## src/ssp_pkg.sv

```systemverilog
// constants and types shared by the synchronous serial port
package ssp_pkg;

  // ****************************************
  // widths and reset values
  // ****************************************
  localparam int          SSP_BAUD_W      = 16;
  localparam int          SSP_DATA_W      = 8;
  localparam int          SSP_BITS_W      = 3;
  localparam logic [15:0] SSP_BAUD_RST    = 16'h0001;
  localparam logic [2:0]  SSP_BITS_MIN    = 3'h1;
  localparam logic [7:0]  SSP_DATA_RST    = 8'h00;

  // ****************************************
  // error flag positions
  // ****************************************
  localparam int          SSP_ERR_RX      = 0;
  localparam int          SSP_ERR_PHASE   = 1;
  localparam int          SSP_ERR_BAUD    = 2;
  localparam int          SSP_ERR_TX      = 3;
  localparam int          SSP_ERR_N       = 4;

  typedef enum logic [1:0] {
    SSP_IDLE,
    SSP_LEAD,
    SSP_TRAIL
  } ssp_state_t;

endpackage : ssp_pkg

```

## src/ssp_baud_gen.sv

```systemverilog
// 16-bit baud-rate generator giving one-cycle half-period enable pulses
`timescale 1ns/1ps
module ssp_baud_gen
  import ssp_pkg::*;
#(
  parameter int BAUD_W = SSP_BAUD_W
) (
  // clock and reset
  input  wire logic              core_clk,
  input  wire logic              rst,
  // control
  input  wire logic              run,
  input  wire logic [BAUD_W-1:0] reload,
  // half-period tick
  output logic                   tick
);

  logic [BAUD_W-1:0] count_reg;

  // count down from the reload value, pulse on reaching zero
  always_ff @(posedge core_clk) begin
    if (rst || !run) begin
      count_reg <= reload;
    end else if (count_reg == '0) begin
      count_reg <= reload;
    end else begin
      count_reg <= count_reg - 1'b1;
    end
  end

  assign tick = run && (count_reg == '0);

endmodule : ssp_baud_gen

```

## src/ssp_core.sv

```systemverilog
// synchronous serial port: master/slave shift engine with buffers and flags
// Summary of operation
// - master makes the shift clock from a 16-bit baud-rate generator
// - slave takes its shift clock from the external master for every bit
// - full-duplex transfers in both modes; half-duplex in slave mode only
// - word width programmable from two to eight bits
// - software picks LSB-first or MSB-first shifting
// - shift clock idle level programmable low or high
// - data shifted on leading or trailing clock edge, programmable
// - request raised when transmit buffer empties and can take a word
// - request raised when a received word lands in the receive buffer
// - receive, phase, baud and transmit errors raise an error request
// - transmit and receive both double-buffered apart from the shifter
// - in master mode transmit goes to master-out pin, receive from master-in pin
// - master clock out and slave clock in share one shift-clock pin
`timescale 1ns/1ps
module ssp_core
  import ssp_pkg::*;
#(
  parameter int DATA_W = SSP_DATA_W,
  parameter int BAUD_W = SSP_BAUD_W
) (
  // clock and reset
  input  wire logic              core_clk,
  input  wire logic              rst,
  // configuration
  input  wire logic              enable,
  input  wire logic              master_mode,
  input  wire logic              half_duplex,
  input  wire logic [2:0]        bits_minus_one,
  input  wire logic              lsb_first,
  input  wire logic              clk_idle_high,
  input  wire logic              shift_on_trail,
  input  wire logic [BAUD_W-1:0] baud_reload,
  // transmit buffer write
  input  wire logic              tx_write,
  input  wire logic [DATA_W-1:0] tx_data,
  output logic                   tx_ready,
  // receive buffer read
  input  wire logic              rx_read,
  output logic [DATA_W-1:0]      rx_data,
  output logic                   rx_valid,
  // status and requests
  input  wire logic [3:0]        err_clear,
  output logic [3:0]             err_flags,
  output logic                   busy,
  output logic                   tx_empty_req,
  output logic                   rx_full_req,
  output logic                   err_req,
  // serial pins
  output logic                   master_out_slave_in_pin_o,
  output logic                   master_out_slave_in_pin_oe,
  input  wire logic              master_out_slave_in_pin_i,
  output logic                   master_in_slave_out_pin_o,
  output logic                   master_in_slave_out_pin_oe,
  input  wire logic              master_in_slave_out_pin_i,
  output logic                   master_shift_clock_out,
  output logic                   shift_clock_pin_oe,
  input  wire logic              shift_clock_pin_i
);

  // ****************************************
  // pin synchronisers
  // ****************************************
  logic [2:0] sync1_reg;
  logic [2:0] sync2_reg;
  logic       sclk_prev_reg;
  logic       mosi_prev_reg;

  always_ff @(posedge core_clk) begin
    if (rst) begin
      sync1_reg <= {clk_idle_high, 2'h0};
      sync2_reg <= {clk_idle_high, 2'h0};
    end else begin
      sync1_reg <= {shift_clock_pin_i, master_out_slave_in_pin_i, master_in_slave_out_pin_i};
      sync2_reg <= sync1_reg;
    end
  end

  wire logic sclk_s   = sync2_reg[2];
  wire logic mosi_s   = sync2_reg[1];
  wire logic miso_s   = sync2_reg[0];
  // receive line: slave reads master-out, master reads master-in
  wire logic rx_bit   = master_mode ? miso_s : mosi_s;

  // ****************************************
  // baud generator
  // ****************************************
  ssp_state_t state_reg;
  logic       tick;
  logic       clk_level_reg;
  logic [2:0] bit_cnt_reg;
  logic [DATA_W-1:0] tx_shift_reg;
  logic [DATA_W-1:0] rx_shift_reg;
  logic [DATA_W-1:0] tx_buf_reg;
  logic       tx_full_reg;
  logic       out_bit_reg;

  ssp_baud_gen #(.BAUD_W(BAUD_W)) u_baud (
    .core_clk (core_clk),
    .rst      (rst),
    .run      (enable && master_mode && state_reg != SSP_IDLE),
    .reload   (baud_reload),
    .tick     (tick)
  );

  // ****************************************
  // shift clock edges
  // ****************************************
  // slave edges come from the synchronised shared pin
  wire logic s_edge     = enable && !master_mode && (sclk_s != sclk_prev_reg);
  wire logic edge_ev    = master_mode ? tick : s_edge;
  // leading edge leaves idle level, trailing edge returns to it
  wire logic is_lead    = master_mode ? (clk_level_reg == clk_idle_high)
                                      : (sclk_s != clk_idle_high);
  wire logic sample_ev  = edge_ev && (is_lead != shift_on_trail);
  wire logic shift_ev   = edge_ev && (is_lead == shift_on_trail);
  wire logic last_bit   = (bit_cnt_reg == bits_minus_one);
  wire logic start      = enable && tx_full_reg && state_reg == SSP_IDLE;

  function automatic logic pick_bit(input logic [DATA_W-1:0] w, input logic lsb,
                                    input logic [2:0] msb_idx);
    pick_bit = lsb ? w[0] : w[msb_idx];
  endfunction : pick_bit

  always_ff @(posedge core_clk) begin
    if (rst) begin
      sclk_prev_reg <= clk_idle_high;
      mosi_prev_reg <= 1'b0;
    end else begin
      sclk_prev_reg <= sclk_s;
      mosi_prev_reg <= mosi_s;
    end
  end

  // ****************************************
  // transfer sequencer
  // ****************************************
  // a word is complete at its last sample; the frame closes on the last bit's trailing edge, which is that sample itself when sampling on trailing edges
  logic word_done;
  logic tail_reg;
  logic frame_end;
  assign word_done = (state_reg != SSP_IDLE) && last_bit && sample_ev;
  assign frame_end = (state_reg == SSP_TRAIL) && edge_ev && (word_done || tail_reg);

  always_ff @(posedge core_clk) begin
    if (rst || !enable || start || frame_end) begin
      tail_reg <= 1'b0;
    end else if (word_done) begin
      tail_reg <= 1'b1;
    end
  end

  always_ff @(posedge core_clk) begin
    if (rst || !enable) begin
      state_reg <= SSP_IDLE;
    end else begin
      case (state_reg)
        SSP_IDLE:  if (start) state_reg <= SSP_LEAD;
        SSP_LEAD:  if (edge_ev) state_reg <= SSP_TRAIL;
        SSP_TRAIL: begin
          if (frame_end && !tx_full_reg) begin
            state_reg <= SSP_IDLE;
          end else if (edge_ev) begin
            state_reg <= SSP_LEAD;
          end
        end
        default:   state_reg <= SSP_IDLE;
      endcase
    end
  end

  // master clock level toggles each half period, idles at polarity
  always_ff @(posedge core_clk) begin
    if (rst || state_reg == SSP_IDLE) begin
      clk_level_reg <= clk_idle_high;
    end else if (master_mode && tick) begin
      clk_level_reg <= ~clk_level_reg;
    end
  end

  always_ff @(posedge core_clk) begin
    if (rst || start) begin
      bit_cnt_reg <= 3'h0;
    end else if (sample_ev) begin
      bit_cnt_reg <= last_bit ? 3'h0 : bit_cnt_reg + 1'b1;
    end
  end

  // ****************************************
  // shift registers and buffers
  // ****************************************
  logic load_shift;
  assign load_shift = start || (frame_end && tx_full_reg);

  always_ff @(posedge core_clk) begin
    if (rst) begin
      tx_shift_reg <= SSP_DATA_RST;
      out_bit_reg  <= 1'b0;
    end else if (load_shift) begin
      tx_shift_reg <= tx_buf_reg;
      out_bit_reg  <= pick_bit(tx_buf_reg, lsb_first, bits_minus_one);
    // first bit already stands on the line before the first leading edge
    end else if (shift_ev && !(shift_on_trail && is_lead && bit_cnt_reg == 3'h0)) begin
      tx_shift_reg <= lsb_first ? (tx_shift_reg >> 1) : (tx_shift_reg << 1);
      out_bit_reg  <= lsb_first ? tx_shift_reg[1]
                                : tx_shift_reg[(bits_minus_one - 3'h1)];
    end
  end

  always_ff @(posedge core_clk) begin
    if (rst || start) begin
      rx_shift_reg <= SSP_DATA_RST;
    end else if (sample_ev) begin
      rx_shift_reg <= lsb_first ? {rx_bit, rx_shift_reg[DATA_W-1:1]}
                                : {rx_shift_reg[DATA_W-2:0], rx_bit};
    end
  end

  // align an LSB-first word to bit zero for the programmed width
  logic [DATA_W-1:0] rx_word;
  always_comb begin
    rx_word = lsb_first ? {rx_bit, rx_shift_reg[DATA_W-1:1]}
                        : {rx_shift_reg[DATA_W-2:0], rx_bit};
    if (lsb_first) begin
      rx_word = rx_word >> (3'h7 - bits_minus_one);
    end
  end

  always_ff @(posedge core_clk) begin
    if (rst) begin
      tx_buf_reg  <= SSP_DATA_RST;
      tx_full_reg <= 1'b0;
    end else if (tx_write && !tx_full_reg) begin
      tx_buf_reg  <= tx_data;
      tx_full_reg <= 1'b1;
    end else if (load_shift) begin
      tx_full_reg <= 1'b0;
    end
  end

  always_ff @(posedge core_clk) begin
    if (rst) begin
      rx_data  <= SSP_DATA_RST;
      rx_valid <= 1'b0;
    end else if (word_done) begin
      rx_data  <= rx_word;
      rx_valid <= 1'b1;
    end else if (rx_read) begin
      rx_valid <= 1'b0;
    end
  end

  // ****************************************
  // requests and error flags
  // ****************************************
  always_ff @(posedge core_clk) begin
    if (rst) begin
      tx_empty_req <= 1'b0;
      rx_full_req  <= 1'b0;
    end else begin
      tx_empty_req <= load_shift;
      rx_full_req  <= word_done;
    end
  end

  logic [3:0] err_set;
  always_comb begin
    err_set                = 4'h0;
    err_set[SSP_ERR_RX]    = word_done && rx_valid && !rx_read;
    err_set[SSP_ERR_PHASE] = !master_mode && sample_ev && state_reg != SSP_IDLE &&
                             (mosi_s != mosi_prev_reg);
    err_set[SSP_ERR_BAUD]  = enable && master_mode && start && baud_reload == '0;
    err_set[SSP_ERR_TX]    = !master_mode && s_edge && state_reg == SSP_IDLE &&
                             !tx_full_reg;
  end

  // set wins over a clear in the same cycle
  always_ff @(posedge core_clk) begin
    if (rst) begin
      err_flags <= 4'h0;
    end else begin
      err_flags <= (err_flags & ~err_clear) | err_set;
    end
  end

  always_ff @(posedge core_clk) begin
    if (rst) begin
      err_req <= 1'b0;
    end else begin
      err_req <= |err_set;
    end
  end

  // ****************************************
  // pin drive
  // ****************************************
  assign tx_ready = !tx_full_reg;
  assign busy     = state_reg != SSP_IDLE;
  assign master_shift_clock_out     = master_mode ? clk_level_reg : clk_idle_high;
  assign shift_clock_pin_oe         = enable && master_mode;
  // slave half duplex: both ends talk on master-out; full duplex and master mode use both lines
  assign master_out_slave_in_pin_o  = out_bit_reg;
  assign master_out_slave_in_pin_oe = enable && (master_mode || (half_duplex && busy));
  assign master_in_slave_out_pin_o  = out_bit_reg;
  assign master_in_slave_out_pin_oe = enable && !master_mode && !half_duplex && busy;

endmodule : ssp_core

```

## config.mk

```make
export PLATFORM = sky130hd
export DESIGN_NAME = ssp_core
export DESIGN_NICKNAME = d
export VERILOG_FILES = /design/src/ssp_pkg.sv /design/src/ssp_baud_gen.sv /design/src/ssp_core.sv
export SDC_FILE = /design/constraint.sdc
export NUM_CORES = 1
export LEC_CHECK = 0
export ABC_CLOCK_PERIOD_IN_PS = 3000
export BUFFER_PORTS_ARGS = -buffer_cell sky130_fd_sc_hd__buf_4
export CAP_MARGIN = 20
export CORE_MARGIN = 8
export CORE_UTILIZATION = 36
export CTS_CLUSTER_SIZE = 20
export DETAILED_ROUTE_END_ITERATION = 16
export HOLD_SLACK_MARGIN = 0.02
export MAX_ROUTING_LAYER = met4
export SYNTH_ARGS = -nofsm -noshare
export SYNTH_HDL_FRONTEND = slang
export SYNTH_SLANG_ARGS = --single-unit
```

## constraint.sdc

```tcl
create_clock -name core_clk -period 3 [get_ports core_clk]
set_input_delay 0.15 -clock core_clk [delete_from_list [all_inputs] [get_ports core_clk]]
set_output_delay 0.15 -clock core_clk [all_outputs]
set_load 0.005 [all_outputs]
```

==> qor.csv <==
stage,metric,value,unit
yosys,synth_edf_count,1,
yosys,synthAdderAreaFrac,1.84,%
yosys,ys_top_cells_by_area,"dfxtp_1 (35%), mux4_2 (5.0%), nand2_1 (4.9%)",
timing,finalCritPeriodShare,90.7,%
finish,drive_gt1_share,23.8,%
timing,slew-limit-headroom,35.6,%
yosys,synthSimpleGateAreaFrac,20.9,%
die,row_count,39,
timing,setup_tns,0,ns
yosys,ys.flop_type,dfxtp_1,
detailed_routing,drc,0,
timing,clock.fmax,0.368,GHz
worst_setup_path,crit_path_start_kind,register,
timing,finalHoldViolCount,0,
timing,setup_ws,0.279,ns
yosys,netlist.area_leader.share,35.3,%
place,port_buffers,67,
worst_hold_path,min_path_type,primary input to register,
place,dp.cells,644,
worst_setup_path,r2r-start,clk_level_reg$_DFFE_PP_,
die,die_w,123,um
place,placed_area,4630,um2
clock_network,cts_buffers,9,
yosys,yosys_warnings,0,
detailed_routing,routed_wl,10900,um
yosys,ys_types,69,
clock_network,cts.clk_slew.worst_paths,0.06,ns
finish,insertedDiodeCount,0,
yosys,async_flop_share,0,%
worst_setup_path,critPathKind,register to register,
finish,finalInstanceArea,4990,um2
detailed_routing,antenna_left,0,
worst_hold_path,min_from,baud_reload[11],
global_routing,grt_first_pass_wirelength,18300,um
pwr,ir_worst_vdd,0.222,mV
finish,final_cells,664,
clock_network,root_buffer,clkbuf_16,
yosys,syn_nets,512,
global_routing,grt_overflow_total,0,
worst_setup_path,cp_data_required_time,3.25,ns
clock_network,cts_tree,built,
worst_setup_path,worst_setup_path_end_kind,register,
worst_setup_path,crit_fanout,16,
place,dpl.hpwl,8010,um
worst_setup_path,cp.arrival,2.97,ns
detailed_routing,via_per_inst,5.51,
clock_network,clk_latency,0.34,ns
detailed_routing,dr.first_iter.drc_count,346,
die,core,11300,um2
timing,whs,0.0228,ns
finish,largest_register_ffs,16,
finish,syn2layout_area_growth,22.2,%
pwr,total_power,2.56,mW
run_status,status,"finished, final reports clean",
yosys,synth_top_area_cell,dfxtp_1,
clock_network,cts.sinks,73,
yosys,synth_compound_area_share,20.6,%
yosys,syn_inst,462,
detailed_routing,first_pass_iters,5,
worst_hold_path,holdPathEnd,u_baud.count_reg[11]$_DFF_P_,
detailed_routing,wire_per_inst,16.5,um
yosys,yosysSeqAreaShare,36.0,%
die,initial_core_util,36.3,%
worst_hold_path,worstHoldPathCells,3,
global_routing,grt_pass1_vias,3635,
timing,worst_pin_slew,0.964,ns
worst_setup_path,r2r_end,master_in_slave_out_pin_o$_SDFFE_PP0P_,
place,gp_congestion,0.873,
timing,finalClockSkew,0.00487,ns
flow_run,maxCapViolCount,0,
yosys,postSynthAreaPerCell,8.85,um2
detailed_routing,vias,3659,
die,die_h,123,um
global_routing,grt_usage,15.7,%
timing,final-setup-viol-count,0,
finish,finalNetCount,566,
global_routing,grt_max_degree,38,
timing,period_needed,2.72,ns
worst_setup_path,r2r_slack,0.28,ns
place,place_ws,0.322,ns
global_routing,antenna_found_initial,0,
finish,finish.utilization,44.3,%
clock_network,ctsResizeCount,0,
die,io_pins,68,
yosys,synthMuxAreaShare,10.8,%
yosys,syn_area,4090,um2
die,dieArea,15000,um2
yosys,synth-xor-area-share,4.07,%
pwr,powerDensity,512,nW/um2
timing,rsz0062_at_grt,no,
timing,slew_viol_final,0,
yosys,yosys_register_bits,73,
clock_network,cts_max_level,3,
worst_setup_path,r2r_cells,9,
clock_network,clockBufferDepth,2,
pwr,p_leak,1.98,nW
yosys,synth_top_family_by_area,simple AND/OR/NAND/NOR gates,
==> synthesized netlist by cell type, types with 7 or more instances <==
library cell  instances
dfxtp_1              72
nand2_1              53
a21oi_1              34
nor2_1               27
o21ai_0              24
inv_1                21
mux2i_1              16
buf_2                11
nor3_1               11
xnor2_1              11
clkbuf_1             10
mux4_2                9
nor2b_1               9
o211ai_1              9
a211o_1               8
xor2_1                8
a211oi_1              7
mux2_2                7
==> critical path, cell delays in order, from the launching register on <==
cell and delay (ns):
edfxtp_1 0.38, nand2_1 0.09, o21ai_0 0.10, xnor2_1 0.14, ha_1 0.60, inv_1 0.25
and4_1 0.33, a21oi_2 0.35, nor3_1 0.12, o32ai_1 0.26
==> final cells by class <==
cell class,count,area (um2)
sequential,73,1470
timing repair buffer,73,558
multi-input combinational,337,2380
clock buffer,12,278
tap,143,179
inverter,22,82.6
clock inverter,4,47.5
fill,1103,6280
==> power by group <==
group	switching (mW)	internal (mW)	leakage, nW	total [mW]
clock	0.413	0.736	0.160	1.15
combinational	0.184	0.158	1.22	0.342
sequential	0.0478	1.02	0.602	1.06
total	0.645	1.91	1.98	2.56
==> cell usage in the layout, fill, tap and decap left out, types with 7 or more instances in the layout <==
| cell type | synthesis | layout |
|---|---|---|
| a211o_1 | 8 | 8 |
| a211oi_1 | 7 | 7 |
| a21oi_1 | 34 | 34 |
| buf_4 | 6 | 69 |
| clkbuf_16 | 0 | 10 |
| dfxtp_1 | 72 | 72 |
| inv_1 | 21 | 21 |
| mux2_2 | 7 | 7 |
| mux2i_1 | 16 | 16 |
| mux4_2 | 9 | 9 |
| nand2_1 | 53 | 53 |
| nor2_1 | 27 | 27 |
| nor2b_1 | 9 | 9 |
| nor3_1 | 11 | 11 |
| o211ai_1 | 9 | 9 |
| o21ai_0 | 24 | 24 |
| xnor2_1 | 11 | 11 |
| xor2_1 | 8 | 8 |
==> worst max path at each step <==
stage,startpoint,cells past startpoint,end
6_report,clk_level_reg$_DFFE_PP_,9,master_in_slave_out_pin_o$_SDFFE_PP0P_
2_1_floorplan,clk_level_reg$_DFFE_PP_,11,tx_shift_reg[0]$_SDFFE_PP0P_
3_3_place_gp,clk_level_reg$_DFFE_PP_,9,master_in_slave_out_pin_o$_SDFFE_PP0P_
4_1_cts,clk_level_reg$_DFFE_PP_,9,master_in_slave_out_pin_o$_SDFFE_PP0P_
5_1_grt,clk_level_reg$_DFFE_PP_,9,master_in_slave_out_pin_o$_SDFFE_PP0P_
3_5_place_dp,clk_level_reg$_DFFE_PP_,9,master_in_slave_out_pin_o$_SDFFE_PP0P_
==> layer usage <==
layer	part of all wire, %	global-route usage, %
met5	0	-
met4	1.8	6.55
met3	7.0	3.17
met2	45	24.0
met1	46	19.9
==> kinds of logic after synthesis <==
group                    Yosys count
XOR/XNOR                          19
AO/OA/AOI/OAI                    124
multiplexers                      32
adder cells (fa/ha/maj)            6
flip-flops                        73
AND/OR/NAND/NOR                  156
buffers and inverters             52
==> what timing repair did <==
item                                    in CTS  in global routing
buffers inserted                             0                  0
endpoints found under the setup margin       0                  0
hold endpoints to repair                     4                  0
hold buffers                                 4                  0
No activity file was read; power rests on OpenSTA's default activity.
